## src/rtl/erase_pkg.sv

```systemverilog
// Constants and types shared by the erase control block
package erase_pkg;
    localparam logic [7:0] OP_SECTOR = 8'h20;
    localparam logic [7:0] OP_BLK32 = 8'h52;
    localparam logic [7:0] OP_BLK64 = 8'hd8;
    localparam logic [7:0] OP_CHIP_A = 8'hc7;
    localparam logic [7:0] OP_CHIP_B = 8'h60;
    localparam int CLK_MHZ = 100;
    localparam int SECTOR_ERASE_TIME_US = 100000;
    localparam int BLOCK32_ERASE_TIME_US = 300000;
    localparam int BLOCK64_ERASE_TIME_US = 500000;
    localparam int CHIP_ERASE_TIME_US = 8000000;
    localparam int SECTOR_ERASE_CYC = SECTOR_ERASE_TIME_US * CLK_MHZ;
    localparam int BLOCK32_ERASE_CYC = BLOCK32_ERASE_TIME_US * CLK_MHZ;
    localparam int BLOCK64_ERASE_CYC = BLOCK64_ERASE_TIME_US * CLK_MHZ;
    localparam int CHIP_ERASE_CYC = CHIP_ERASE_TIME_US * CLK_MHZ;
    localparam logic [5:0] BITS_OPCODE = 6'h08;
    localparam logic [5:0] BITS_ADDR_CMD = 6'h20;
    localparam logic [5:0] BITS_SAT = 6'h21;
    localparam int SECTOR_LOG2 = 12;
    localparam int BLK32_LOG2 = 15;
    localparam int BLK64_LOG2 = 16;
    localparam int MEM_LOG2_DEF = 20;
    localparam logic [7:0] ERASED_BYTE = 8'hff;
    localparam logic [2:0] PROTECT_NONE = 3'h0;
    typedef enum logic [1:0] {
        KIND_SECTOR = 2'h0,
        KIND_BLK32 = 2'h1,
        KIND_BLK64 = 2'h2,
        KIND_CHIP = 2'h3
    } erase_kind_type;
    typedef enum logic [1:0] {
        ST_IDLE = 2'b00,
        ST_ERASE = 2'b01,
        ST_FINISH = 2'b11
    } erase_state_type;
endpackage : erase_pkg

```

## src/rtl/erase_timer_if.sv

```systemverilog
// Link between the erase sequencer and its cycle timer
`timescale 1ns/1ns
interface erase_timer_if;
    logic start;
    logic [31:0] cycles;
    logic done;
    modport ctrl (output start, output cycles, input done);
    modport timer (input start, input cycles, output done);
endinterface : erase_timer_if

```

## src/rtl/erase_timer.sv

```systemverilog
// Self-timed erase cycle counter
`timescale 1ns/1ns
module erase_timer (
    input wire logic clk_i,
    input wire logic srst_i,
    erase_timer_if.timer tmr
);
    logic [31:0] count_q, count_d;
    logic running_q, running_d;
    logic done_q, done_d;

    always_comb begin
        count_d = count_q;
        running_d = running_q;
        done_d = 1'b0;
        if (tmr.start) begin
            count_d = tmr.cycles - 32'h1;
            running_d = 1'b1;
        end else if (running_q) begin
            if (count_q == 32'h0) begin
                running_d = 1'b0;
                done_d = 1'b1;
            end else begin
                count_d = count_q - 32'h1;
            end
        end
    end

    always_ff @(posedge clk_i) begin
        if (srst_i) begin
            count_q <= 32'h0;
            running_q <= 1'b0;
            done_q <= 1'b0;
        end else begin
            count_q <= count_d;
            running_q <= running_d;
            done_q <= done_d;
        end
    end

    assign tmr.done = done_q;
endmodule : erase_timer

```

## src/rtl/flash_erase_ctrl.sv

```systemverilog
// Erase instruction decode, protection gating and erase cycle sequencing
`timescale 1ns/1ns
module flash_erase_ctrl import erase_pkg::*; #(
    parameter int unsigned SECTOR_CYC = SECTOR_ERASE_CYC,
    parameter int unsigned BLOCK32_CYC = BLOCK32_ERASE_CYC,
    parameter int unsigned BLOCK64_CYC = BLOCK64_ERASE_CYC,
    parameter int unsigned CHIP_CYC = CHIP_ERASE_CYC,
    parameter int MEM_LOG2 = MEM_LOG2_DEF
) (
    input wire logic CLK_I,
    input wire logic SRST_I,
    input wire logic SCK_I,
    input wire logic CS_N_I,
    input wire logic SI_I,
    input wire logic WRITE_ENABLE_SET_I,
    input wire logic [2:0] PROTECT_RANGE_I,
    output logic WRITE_IN_PROGRESS_O,
    output logic WRITE_ENABLE_LATCH_O,
    output logic ERASE_START_O,
    output logic [1:0] ERASE_KIND_O,
    output logic [23:0] ERASE_ADDR_O,
    output logic [7:0] ERASE_FILL_O
);
    if (MEM_LOG2 < BLK64_LOG2 || MEM_LOG2 > 24) begin : g_bad_mem
        $error("MEM_LOG2 out of range");
    end
    if (SECTOR_CYC < 1 || BLOCK32_CYC < 1 || BLOCK64_CYC < 1 || CHIP_CYC < 1) begin : g_bad_cyc
        $error("erase cycle counts must be at least one");
    end

    // Low bits that address bytes inside one erase unit
    function automatic logic [23:0] unit_mask(erase_kind_type k);
        unique case (k)
            KIND_SECTOR: unit_mask = 24'((32'h1 << SECTOR_LOG2) - 1);
            KIND_BLK32: unit_mask = 24'((32'h1 << BLK32_LOG2) - 1);
            KIND_BLK64: unit_mask = 24'((32'h1 << BLK64_LOG2) - 1);
            KIND_CHIP: unit_mask = 24'((32'h1 << MEM_LOG2) - 1);
        endcase
    endfunction : unit_mask

    // Protection grows down from the top of the array from 64KB, doubling with each range step
    function automatic logic prot_hit(logic [23:0] a, erase_kind_type k, logic [2:0] bp);
        logic [31:0] prot_size;
        logic [31:0] top;
        prot_hit = 1'b0;
        prot_size = 32'h1 << (BLK64_LOG2 + int'(bp) - 1);
        top = 32'(a | unit_mask(k)) & ((32'h1 << MEM_LOG2) - 32'h1);
        if (bp != PROTECT_NONE) begin
            if (k == KIND_CHIP || prot_size >= (32'h1 << MEM_LOG2)) begin
                prot_hit = 1'b1;
            end else begin
                prot_hit = top >= (32'h1 << MEM_LOG2) - prot_size;
            end
        end
    endfunction : prot_hit

    erase_timer_if tmr ();
    erase_timer u_timer (.clk_i(CLK_I), .srst_i(SRST_I), .tmr(tmr));

    // Link pins cross into the core clock through two flops before use
    logic [2:0] sck_q, sck_d;
    logic [2:0] cs_q, cs_d;
    logic [1:0] si_q, si_d;
    logic sck_rise, cs_rise, cs_low;

    always_comb begin
        sck_d = {sck_q[1:0], SCK_I};
        cs_d = {cs_q[1:0], CS_N_I};
        si_d = {si_q[0], SI_I};
    end

    always_ff @(posedge CLK_I) begin
        if (SRST_I) begin
            sck_q <= 3'h0;
            cs_q <= 3'h7;
            si_q <= 2'h0;
        end else begin
            sck_q <= sck_d;
            cs_q <= cs_d;
            si_q <= si_d;
        end
    end

    assign sck_rise = sck_q[1] & ~sck_q[2];
    assign cs_rise = cs_q[1] & ~cs_q[2];
    assign cs_low = ~cs_q[1];

    // Frame shifter; bit count saturates so overlong frames never match
    logic [31:0] shift_q, shift_d;
    logic [5:0] bits_q, bits_d;

    always_comb begin
        shift_d = shift_q;
        bits_d = bits_q;
        if (!cs_low) begin
            bits_d = 6'h0;
        end else if (sck_rise) begin
            shift_d = {shift_q[30:0], si_q[1]};
            if (bits_q != BITS_SAT) begin
                bits_d = bits_q + 6'h1;
            end
        end
    end

    always_ff @(posedge CLK_I) begin
        if (SRST_I) begin
            shift_q <= 32'h0;
            bits_q <= 6'h0;
        end else begin
            shift_q <= shift_d;
            bits_q <= bits_d;
        end
    end

    // Decode at the closing select edge only
    logic cmd_ok;
    erase_kind_type cmd_kind;
    logic [23:0] cmd_addr;
    logic go;

    always_comb begin
        cmd_ok = 1'b0;
        cmd_kind = KIND_CHIP;
        cmd_addr = shift_q[23:0];
        if (bits_q == BITS_OPCODE && (shift_q[7:0] == OP_CHIP_A || shift_q[7:0] == OP_CHIP_B)) begin
            cmd_ok = 1'b1;
            cmd_addr = 24'h0;
        end else if (bits_q == BITS_ADDR_CMD) begin
            cmd_ok = 1'b1;
            unique case (shift_q[31:24])
                OP_SECTOR: cmd_kind = KIND_SECTOR;
                OP_BLK32: cmd_kind = KIND_BLK32;
                OP_BLK64: cmd_kind = KIND_BLK64;
                default: cmd_ok = 1'b0;
            endcase
        end
    end

    erase_state_type state_q, state_d;
    erase_kind_type kind_q, kind_d;
    logic [23:0] addr_q, addr_d;
    logic write_enable_latch_q, write_enable_latch_d;
    logic write_in_progress_q, write_in_progress_d;
    logic start_q, start_d;
    logic [31:0] cyc_sel;

    // Busy device ignores new erase frames until the cycle ends
    assign go = cs_rise && cmd_ok && state_q == ST_IDLE && write_enable_latch_q
        && !prot_hit(cmd_addr, cmd_kind, PROTECT_RANGE_I);

    always_comb begin
        state_d = state_q;
        kind_d = kind_q;
        addr_d = addr_q;
        write_enable_latch_d = write_enable_latch_q;
        start_d = 1'b0;
        cyc_sel = CHIP_CYC;
        unique case (cmd_kind)
            KIND_SECTOR: cyc_sel = SECTOR_CYC;
            KIND_BLK32: cyc_sel = BLOCK32_CYC;
            KIND_BLK64: cyc_sel = BLOCK64_CYC;
            KIND_CHIP: cyc_sel = CHIP_CYC;
        endcase
        unique case (state_q)
            ST_IDLE: begin
                if (go) begin
                    state_d = ST_ERASE;
                    start_d = 1'b1;
                    kind_d = cmd_kind;
                    addr_d = cmd_addr & ~unit_mask(cmd_kind);
                    // Clearing at start is the earliest safe point
                    if (cmd_kind != KIND_CHIP) begin
                        write_enable_latch_d = 1'b0;
                    end
                end
            end
            ST_ERASE: begin
                if (tmr.done) begin
                    state_d = ST_FINISH;
                end
            end
            ST_FINISH: begin
                state_d = ST_IDLE;
                if (kind_q == KIND_CHIP) begin
                    write_enable_latch_d = 1'b0;
                end
            end
            default: state_d = ST_IDLE;
        endcase
        // Write enable set wins over any clear in the same cycle
        if (WRITE_ENABLE_SET_I) begin
            write_enable_latch_d = 1'b1;
        end
        write_in_progress_d = state_d != ST_IDLE;
    end

    always_ff @(posedge CLK_I) begin
        if (SRST_I) begin
            state_q <= ST_IDLE;
            kind_q <= KIND_SECTOR;
            addr_q <= 24'h0;
            write_enable_latch_q <= 1'b0;
            write_in_progress_q <= 1'b0;
            start_q <= 1'b0;
        end else begin
            state_q <= state_d;
            kind_q <= kind_d;
            addr_q <= addr_d;
            write_enable_latch_q <= write_enable_latch_d;
            write_in_progress_q <= write_in_progress_d;
            start_q <= start_d;
        end
    end

    assign tmr.start = start_d;
    assign tmr.cycles = cyc_sel;

    assign WRITE_IN_PROGRESS_O = write_in_progress_q;
    assign WRITE_ENABLE_LATCH_O = write_enable_latch_q;
    assign ERASE_START_O = start_q;
    assign ERASE_KIND_O = kind_q;
    assign ERASE_ADDR_O = addr_q;
    // Fill value is fixed, so the array side needs no per-kind data path
    assign ERASE_FILL_O = ERASED_BYTE;
endmodule : flash_erase_ctrl

```

## config.mk

```make
export PLATFORM = sky130hd
export DESIGN_NAME = flash_erase_ctrl
export DESIGN_NICKNAME = d
export VERILOG_FILES = /design/src/rtl/erase_pkg.sv /design/src/rtl/erase_timer_if.sv /design/src/rtl/erase_timer.sv /design/src/rtl/flash_erase_ctrl.sv
export SDC_FILE = /design/constraint.sdc
export NUM_CORES = 1
export LEC_CHECK = 0
export BUFFER_PORTS_ARGS = -buffer_cell sky130_fd_sc_hd__buf_2
export CORE_MARGIN = 2
export CORE_UTILIZATION = 35
export CTS_CLUSTER_SIZE = 14
export DETAILED_ROUTE_END_ITERATION = 10
export SLEW_MARGIN = 30
export SYNTH_ARGS = -nofsm -noshare
export SYNTH_HDL_FRONTEND = slang
export SYNTH_HIERARCHICAL = 1
export SYNTH_SLANG_ARGS = --single-unit
```

## constraint.sdc

```tcl
create_clock -name CLK_I -period 6.2 [get_ports CLK_I]
set_input_delay 0.31 -clock CLK_I [delete_from_list [all_inputs] [get_ports CLK_I]]
set_output_delay 0.31 -clock CLK_I [all_outputs]
set_load 0.01 [all_outputs]
```

==> flow_summary.json, run 1 <==
{
  "max_stage_delay_ns": 0.54,
  "wl_um": 14200,
  "synth_cell_type_count": 79,
  "crit_top_cell": "or4b_1",
  "min_period_over_period_pct": 92.3,
  "final_area_um2": 6750,
  "worstSetupPathType": "flop to flop",
  "p_clk_share_pct": 45.0,
  "p_per_area_nw_per_um2": 188,
  "grt_use_met2_pct": 24.7,
  "worst_r2r_endpoint": "u_timer/count_q[26]",
  "clk_latency_ns": 0.36,
  "cts_hold_buf": 0,
  "crit_family": "simple AND/OR/NAND/NOR gates",
  "switching_share_pct": 25.6,
  "report.final.slew_viol_count": 0,
  "synthTopCellsByArea": "dfxtp_1 33%, nand2_1 6.9%, a21oi_1 4.6%",
  "cts.clk_slew.worst_paths_ns": 0.08,
  "synth_cells": 731,
  "fmax_mhz": 175,
  "cts_sinks": 99,
  "ys.flop_type": "dfxtp_1",
  "syn_to_final_growth_pct": 12.0,
  "ys_ff_latch": 99,
  "fin_nets": 806,
  "synth_common_cells": "111 x nand2_1, 99 x dfxtp_1, 55 x a21oi_1",
  "numCtsBuffers": 9,
  "fin_crit_ns": 5.72,
  "synth_warnings": 6,
  "drive_above_1_share_pct": 12.5,
  "ios": 46,
  "die_h_um": 135,
  "die_x_um": 135,
  "floorplan.die_area_um2": 18300,
  "peakVddDrop_v": 0.000126,
  "startpoint_type": "flop",
  "crit_slowest_cell": "or4b_1",
  "async_reset_ff_share_pct": 0,
  "r2r-start": "shift_q[30]",
  "grt_overflow": 0,
  "syn_area_um2": 6020,
  "antenna_found_initial": 0,
  "clockBufferDepth": 2,
  "synth_top_area_share_pct": 32.9,
  "max_slew.worst_pin.slew_ns": 0.780,
  "min_path_type": "input pin to flop",
  "crit_start": "shift_q[30]",
  "drv_cap": 0,
  "routed-via-count": 5114,
  "hold-path-cell-count": 2,
  "yosysSeqAreaShare_pct": 32.9,
  "dp.cells": 985,
  "clock-root-buffer": "clkbuf_16",
  "hold_viol": 0,
  "setup_viol": 0,
  "yosysTopAreaCell": "dfxtp_1",
  "busiest_layer": "met2",
  "pwr-share-comb_pct": 4.5,
  "cp.depth": 21,
  "grtUsageMet3_pct": 3.67,
  "rrSetupSlack_ns": 0.48,
  "grt_pass1_wl_um": 23600,
  "hold_end": "cs_q[0]",
  "finalSetupTns_ns": 0,
  "h-tree-depth": 3,
  "cts_tree": "built",
  "seqPwrFrac_pct": 50.5,
  "cp.required_ns": 6.47,
  "drt_iter0_markers": 351,
  "initial_utilization_pct": 36.1,
  "rsz0062_at_grt": "false",
  "p_int_uw": 942,
  "reg2reg_depth": 21,
  "power_leakage_nw": 2.72,
  "gr-usage-all-layers_pct": 16.1,
  "path_max_fanout": 63,
  "crit_chain": "or4b_1 > nor4_2 > o211a_4 > and2_1 > inv_1 > ha_2 > clkinv_1 > nand2_1 > ha_1 > a41oi_1 > o21ai_0 > a221oi_2 > o211ai_4 > clkinv_2 > buf_12 > or4b_1 > a22oi_2 > nand4_4 > nor4_1 > xnor2_1 > a211oi_1",
  "grt_pass1_vias": 4609,
  "post_drt_wl_per_cell_um": 14.2,
  "antenna_cells": 0,
  "grt_util_met1_pct": 22.4,
  "ant_nets": 0,
  "cp.buffers_inverters": 4,
  "cp.arrival_ns": 5.99,
  "power.switching_uw": 324,
  "end_kind": "flop",
  "dpl_cell_area_um2": 6410,
  "grt_max_degree": 64,
  "synth_edf_count": 0,
  "drt-pass1-iter-count": 5,
  "synth_most_common_cell": "nand2_1",
  "outcome": "complete, no violations",
  "place_hpwl_um": 9720,
  "finalNonFillerCells": 1003,
  "hold-worst-slack_ns": 0.132,
  "drc_errors": 0,
  "rows": 47,
  "clock_skew_ns": 0.0102,
  "place_congestion": 0.856,
  "fin_total_pwr_mw": 1.27,
  "viasPerCell": 5.10,
  "slew_headroom_pct": 47.7,
  "avgSynthCellArea_um2": 8.24,
  "coreArea_um2": 16700,
  "portBuffers": 25,
  "min_from": "CS_N_I"
}
## worst max path at each step
stage                                     end  slack, ns
after detailed placement  u_timer/count_q[30]       0.39
after floorplan           u_timer/count_q[30]       0.05
after CTS                 u_timer/count_q[26]       0.35
after global placement    u_timer/count_q[30]       0.54
after global routing      u_timer/count_q[26]       0.09
final                     u_timer/count_q[26]       0.48
## layout by cell type, fill, tap and decap left out, types with 9 or more instances in the layout
cell type and n:
nand2_1 111, dfxtp_1 99, conb_1 56, a21oi_1 55, nor3_1 38, xnor2_1 31
nor2_1 29, buf_2 25, or3_1 22, mux2i_1 20, xor2_1 18, ha_1 18
nand4_1 16, a211oi_1 15, inv_1 15, buf_4 14, o21ai_0 12, nor4_1 11
o21a_1 11, nor2b_1 10, or2_2 9, clkbuf_16 9
## state kept, by name, indices dropped and copies added, names as in the netlist
signal	cells
ERASE_KIND_O	2
WRITE_IN_PROGRESS_O	1
state_q	2
bits_q	6
cs_q	3
sck_q	3
ERASE_START_O	1
si_q	2
u_timer/tmr.done	1
WRITE_ENABLE_LATCH_O	1
u_timer/running_q	1
ERASE_ADDR_O	12
u_timer/count_q	32
shift_q	32
## power by group through the flow
stage	Combinational, mW	Clock [mW]	Sequential, mW
floorplan	0.0517	0	0.655
global placement	0.0560	0	0.655
detailed placement	0.0559	0	0.655
CTS	0.0565	0.592	0.640
global route	0.0659	0.608	0.640
finish	0.0571	0.570	0.640
## kinds of logic after synthesis
family | count (synthesis) | synth area share, %
compound gates | 149 | 17.7
xor+xnor | 49 | 7.12
fa+ha+maj | 19 | 3.95
buf+inv | 76 | 6.58
flops | 99 | 32.9
mux | 24 | 4.13
other cells | 2 | 0.125
simple gates | 313 | 27.5
## final cells by class
type                    count  area, µm²
fillers                  1749       9950
multi-input cells         610       3870
flip-flops and latches     99       1980
well taps                 220        275
repair buffers             40        250
clock buffers               9        225
clock inverters             7       78.8
inverters                  18       68.8
## metrics by stage
step           setup WS [ns]  util [%]
3_3_place_gp           0.540      38.4
5_1_grt               0.0884      40.4
2_1_floorplan         0.0472         -
4_1_cts                0.348      40.2
3_5_place_dp           0.385      38.4
6_report               0.476      40.4
## routing by layer
| layer | part of all wire, % | wire [µm] |
|---|---|---|
| met2 | 45 | 6370 |
| met3 | 4.6 | 649 |
| met1 | 49 | 6980 |
| met5 | 0 | 0 |
| met4 | 1.4 | 194 |
## repair_timing
action                                  in CTS  in global routing
buffers inserted                             0                  2
resized for setup                            0                  2
endpoints found under the setup margin       0                  2
No activity file was read; power rests on OpenSTA's default activity.
==> inputs of run 2 (changes only) <==
--- a/config.mk
+++ b/config.mk
@@ -10,8 +10,8 @@
 export CORE_UTILIZATION = 35
 export CTS_CLUSTER_SIZE = 14
 export DETAILED_ROUTE_END_ITERATION = 10
+export MAX_ROUTING_LAYER = met4
 export SLEW_MARGIN = 30
 export SYNTH_ARGS = -nofsm -noshare
 export SYNTH_HDL_FRONTEND = slang
-export SYNTH_HIERARCHICAL = 1
 export SYNTH_SLANG_ARGS = --single-unit
==> run 2 against run 1 <==
Against the previous run: first-iteration DRC count fell by 25%; maximum frequency increased by 2.7%; synthesized cell count shrank 17%; clock skew grew 0.00091 ns; combinational power decreased by 20%; sequential share of layout area grew 6.6 points.
==> flow_summary.json, run 2 <==
{
  "outcome": "complete, no violations",
  "clk_latency_ns": 0.36,
  "ios": 46,
  "max_slew.worst_pin.slew_ns": 0.877,
  "p_per_area_nw_per_um2": 228,
  "die_x_um": 123,
  "ys.flop_type": "dfxtp_1",
  "synth_top_family_by_area": "simple AND/OR/NAND/NOR gates",
  "wl_um": 11800,
  "synthTopCellsByArea": "dfxtp_1 40%, nand2_1 7.6%, a21oi_1 6.3%",
  "dpl_cell_area_um2": 5180,
  "postCtsSetupBuffers": 0,
  "power_leakage_nw": 2.02,
  "synth_most_common_cell": "nand2_1",
  "grt_pass1_vias": 4139,
  "cts_sinks": 99,
  "drive_above_1_share_pct": 11.0,
  "clockBufferDepth": 2,
  "grt_overflow": 0,
  "finalSetupTns_ns": 0,
  "fmax_mhz": 179,
  "grt_pass1_wl_um": 20000,
  "final_cell_mix": "101 x nand2_1, 99 x dfxtp_1, 63 x a21oi_1, 38 x nor2_1, 25 x buf_2",
  "antenna_cells": 0,
  "drv_cap": 0,
  "min_period_over_period_pct": 89.9,
  "final_area_um2": 5520,
  "setup_viol": 0,
  "antenna_found_initial": 0,
  "viasPerCell": 5.25,
  "rows": 43,
  "synth_compound_area_share_pct": 17.6,
  "final_common_cell": "nand2_1",
  "drt-pass1-iter-count": 5,
  "die_h_um": 123,
  "yosysTopAreaCell": "dfxtp_1",
  "cts_tree": "built",
  "initial_utilization_pct": 35.8,
  "fillers": 1406,
  "coreArea_um2": 13900,
  "ys_ff_latch": 99,
  "fin_crit_ns": 5.57,
  "portBuffers": 25,
  "synth_cells": 609,
  "muxShareOfSynthArea_pct": 0.453,
  "numCtsBuffers": 9,
  "cp.required_ns": 6.41,
  "synth_cell_type_count": 59,
  "floorplan.die_area_um2": 15200,
  "min_path_type": "input pin to flop",
  "end_kind": "flop",
  "synth_top_area_share_pct": 39.9,
  "rsz0062_at_grt": "false",
  "synth_warnings": 0,
  "hold_viol": 0,
  "syn_area_um2": 4970,
  "hold-worst-slack_ns": 0.126,
  "worstSetupPathType": "flop to flop",
  "h-tree-depth": 3,
  "syn_to_final_growth_pct": 11.0,
  "report.final.slew_viol_count": 0,
  "drc_errors": 0,
  "post_drt_wl_per_cell_um": 14.6,
  "path_max_fanout": 12,
  "place_hpwl_um": 8080,
  "gr-usage-all-layers_pct": 17.1,
  "synth_edf_count": 0,
  "place_congestion": 0.864,
  "clock_skew_ns": 0.0111,
  "ant_nets": 0,
  "clock-root-buffer": "clkbuf_16",
  "drt_iter0_markers": 264,
  "synth_xor_area_share_pct": 4.76,
  "async_reset_ff_share_pct": 0,
  "fin_nets": 647,
  "peakVddDrop_v": 0.000180,
  "startpoint_type": "flop",
  "cts_hold_buf": 0,
  "synth_common_cells": "101 x nand2_1, 99 x dfxtp_1, 63 x a21oi_1",
  "slew_headroom_pct": 41.5,
  "yosysSeqAreaShare_pct": 39.9,
  "avgSynthCellArea_um2": 8.16,
  "cts-resized-gates": 0,
  "grt_max_degree": 84,
  "cp.arrival_ns": 5.78,
  "yosys.area_share.adder_pct": 4.53,
  "synth-simple-area-share_pct": 25.9,
  "routed-via-count": 4227,
  "cts.clk_slew.worst_paths_ns": 0.07
}
## run 2: final cells by class
type	instances	area, µm²	area share [%]
Tap cell	180	225	4.08
Sequential cell	99	1980	35.9
Clock buffer	10	229	4.15
Clock inverter	6	70.1	1.27
Timing Repair Buffer	34	209	3.79
Multi-Input combinational cell	463	2750	49.9
Inverter	13	48.8	0.884
## run 2: power by group
group	leakage, nW	internal, mW	switching, mW
sequential	0.799	0.638	0.00118
combinational	1.07	0.0136	0.0321
clock	0.148	0.317	0.258
total	2.02	0.969	0.292
## run 2: layer usage
metal / GRT usage [%] / up-vias / part of all wire (%)
li1: - / 2139 / -
met5: - / - / 0
met2: 27.1 / 80 / 48
met4: 8.81 / 0 / 2.4
met3: 3.83 / 21 / 3.8
met1: 20.4 / 1987 / 46
## run 2: critical path: stages (launching register included)
cell and delay [ns]:
dfxtp_1 0.38, or4b_1 0.53, or4_4 0.52, o21a_1 0.14, nor3_2 0.25, inv_1 0.14, ha_1 0.27, a21o_1 0.17
ha_1 0.30, and3_1 0.20, a21oi_1 0.14, a21boi_0 0.11, nor2_1 0.28, nand3_2 0.30, nand2_1 0.15, ha_1 0.17
nand4_1 0.29, nor4_2 0.37, nor4b_4 0.31, nor2b_1 0.19, xnor2_1 0.12, nor3_1 0.05
## run 2: per-stage QoR
| stage | cells | power, mW | setup WS [ns] | util (%) |
|---|---|---|---|---|
| floorplan | 627 | 0.696 | 0.284 | - |
| global placement | 788 | 0.698 | 0.482 | 37.3 |
| detailed placement | 788 | 0.699 | 0.280 | 37.3 |
| CTS | 804 | 1.28 | 0.249 | 39.5 |
| global route | 805 | 1.30 | 0.0779 | 39.8 |
| finish | 805 | 1.26 | 0.626 | 39.8 |
## run 2: path summary, 6_finish.rpt
kind	from	endpoint	slack (ns)	depth (start not counted)
max	shift_q[25]	u_timer.count_q[30]	0.63	21
min	CS_N_I	cs_q[0]	0.13	2
max reg2reg	shift_q[25]	u_timer.count_q[30]	0.63	21
min reg2reg	cs_q[0]	cs_q[1]	0.42	1
## run 2: kinds of logic after synthesis
logic type / Yosys count
other: 2
buffers and inverters: 65
xor gates and xnor gates: 27
DFF: 99
muxes: 2
and+or+nand+nor: 263
AOI/OAI and AO/OA: 133
adders and majority gates: 18
==> inputs of run 3 (changes only) <==
--- a/config.mk
+++ b/config.mk
@@ -8,6 +8,7 @@
 export BUFFER_PORTS_ARGS = -buffer_cell sky130_fd_sc_hd__buf_2
 export CORE_MARGIN = 2
 export CORE_UTILIZATION = 35
+export CTS_BUF_LIST = sky130_fd_sc_hd__clkbuf_2
 export CTS_CLUSTER_SIZE = 14
 export DETAILED_ROUTE_END_ITERATION = 10
 export MAX_ROUTING_LAYER = met4
==> run 3 against run 2 <==
Against the previous run: hold slack got worse by 0.063 ns; utilization decreased by 0.98 points; sequential share of layout area increased by 0.91 points; final cell count increased by 0.50%; maximum frequency decreased by 0.71%; critical endpoint unchanged; largest power group unchanged; highest routed layer unchanged.
==> flow_summary.json, run 3 (synthesis gave the netlist of run 2 again) <==
{
  "pwr-share-comb_pct": 4.7,
  "portBuffers": 25,
  "antenna_found_initial": 0,
  "routed-via-count": 4273,
  "switching_share_pct": 25.6,
  "post_drt_wl_per_cell_um": 14.5,
  "min_period_over_period_pct": 90.5,
  "report.final.slew_viol_count": 0,
  "initial_utilization_pct": 35.8,
  "grt_overflow": 0,
  "peakVddDrop_v": 0.000135,
  "p_int_uw": 756,
  "hold_viol": 0,
  "crit_top_cell": "ha_1",
  "place_congestion": 0.864,
  "clockBufferDepth": 2,
  "rsz0062_at_grt": "false",
  "outcome": "complete, no violations",
  "ios": 46,
  "coreArea_um2": 13900,
  "power.switching_uw": 261,
  "antenna_cells": 0,
  "numCtsBuffers": 9,
  "worstSetupPathType": "flop to flop",
  "finalNonFillerCells": 809,
  "setup_viol": 0,
  "final_area_um2": 5380,
  "slew_headroom_pct": 44.1,
  "dpl_cell_area_um2": 5180,
  "path_max_fanout": 12,
  "gr-usage-all-layers_pct": 16.9,
  "crit_slowest_cell": "or4b_1",
  "drive_above_1_share_pct": 11.3,
  "wl_um": 11700,
  "seqPwrFrac_pct": 63.2,
  "syn_to_final_growth_pct": 8.28,
  "cts_tree": "built",
  "clock-root-buffer": "clkbuf_2",
  "multi_input_area_um2": 2760,
  "postCtsSetupBuffers": 0,
  "place_hpwl_um": 8080,
  "floorplan.die_area_um2": 15200,
  "die_h_um": 123,
  "cts_sinks": 99,
  "clk_latency_ns": 0.64,
  "max_slew.worst_pin.slew_ns": 0.838,
  "fillers": 1432,
  "cts.clk_slew.worst_paths_ns": 0.30,
  "startpoint_type": "flop",
  "crit_chain": "or4b_1 > or4_4 > a21oi_4 > o21ai_0 > inv_1 > ha_1 > nand2_1 > ha_1 > a21oi_1 > o21ai_0 > o2111ai_1 > nand3_2 > nand2_1 > ha_1 > nand4_1 > nor4_2 > nor4b_4 > nor2b_1 > xnor2_1 > nor3_1",
  "drc_errors": 0,
  "finalSetupTns_ns": 0,
  "drv_cap": 0,
  "fin_crit_ns": 5.61,
  "fin_util_pct": 38.8,
  "p_clk_share_pct": 32.2,
  "drt-pass1-iter-count": 4,
  "cp.required_ns": 6.71,
  "end_kind": "flop",
  "final_common_cell": "nand2_1",
  "ant_nets": 0,
  "grt_max_degree": 84,
  "min_path_type": "input pin to flop",
  "power_leakage_nw": 1.96,
  "cp.arrival_ns": 6.13,
  "die_x_um": 123,
  "grt_pass1_vias": 4144,
  "register_area_um2": 1980,
  "fin_nets": 651,
  "fmax_mhz": 178,
  "viasPerCell": 5.28,
  "h-tree-depth": 3,
  "final_cell_mix": "101 x nand2_1, 99 x dfxtp_1, 63 x a21oi_1, 37 x nor2_1, 25 x buf_2",
  "dp.cells": 788,
  "rows": 43,
  "max_stage_delay_ns": 0.53,
  "drt_iter0_markers": 270,
  "grt_pass1_wl_um": 19900,
  "clock_skew_ns": 0.0480,
  "p_per_area_nw_per_um2": 189,
  "fin_total_pwr_mw": 1.02
}
run 3: cell count changes in the layout (fill, tap and decap cells not counted), sizes merged:
cell         previous run  this run
dlygate4sd3             0         4
run 3: worst max-delay path, delay by kind of cell (launching register included):
kind / cells / cell delay (ns)
AOI/OAI and AO/OA: 5 / 0.96
DFF: 1 / 0.45
and+or+nand+nor: 10 / 2.84
xor gates and xnor gates: 1 / 0.12
buffers and inverters: 1 / 0.18
adders and majority gates: 3 / 0.92
run 3: metrics by stage:
| step | worst slack (ns) | hold slack [ns] |
|---|---|---|
| 4_1_cts | 0.200 | 0.0186 |
| 6_report | 0.586 | 0.0637 |
| 3_5_place_dp | 0.280 | 0.397 |
| 5_1_grt | 0.103 | 0.0486 |
| 3_3_place_gp | 0.482 | 0.399 |
| 2_1_floorplan | 0.284 | 0.389 |
run 3: cell type report:
class | count | share of cell area (%)
Timing Repair Buffer | 38 | 4.63
Clock buffer | 10 | 0.930
Inverter | 13 | 0.907
Tap cell | 180 | 4.19
Multi-Input combinational cell | 463 | 51.2
Sequential cell | 99 | 36.8
Clock inverter | 6 | 1.30
run 3: worst paths after layout:
path / startpoint / depth (start not counted) / to / slack [ns]
hold reg to reg: cs_q[0] / 1 / cs_q[1] / 0.46
hold / removal: SRST_I / 3 / u_timer.count_q[1] / 0.06
setup / recovery: shift_q[25] / 20 / u_timer.count_q[30] / 0.59
setup reg to reg: shift_q[25] / 20 / u_timer.count_q[30] / 0.59
run 3: routing by layer:
| metal | vias up | global-route usage (%) | part of all wire [%] |
|---|---|---|---|
| li1 | 2151 | - | - |
| met1 | 2022 | 20.3 | 45 |
| met2 | 73 | 27.0 | 48 |
| met3 | 27 | 4.15 | 3.9 |
| met4 | 0 | 7.46 | 2.5 |
| met5 | - | - | 0 |
run 3: power by group through the flow:
stage          registers [mW]  clock network, mW  logic [mW]
6_report                0.643              0.327      0.0473
5_1_grt                 0.644              0.364      0.0544
4_1_cts                 0.643              0.342      0.0477
3_5_place_dp            0.654                  0      0.0454
3_3_place_gp            0.654                  0      0.0443
2_1_floorplan           0.654                  0      0.0422
run 3: timing repair:
| item | 4_1_cts | 5_1_grt |
|---|---|---|
| endpoints found under the setup margin | 0 | 4 |
| gates resized for setup | 0 | 5 |
| hold buffers | 4 | 0 |
| hold endpoints to repair | 4 | 0 |
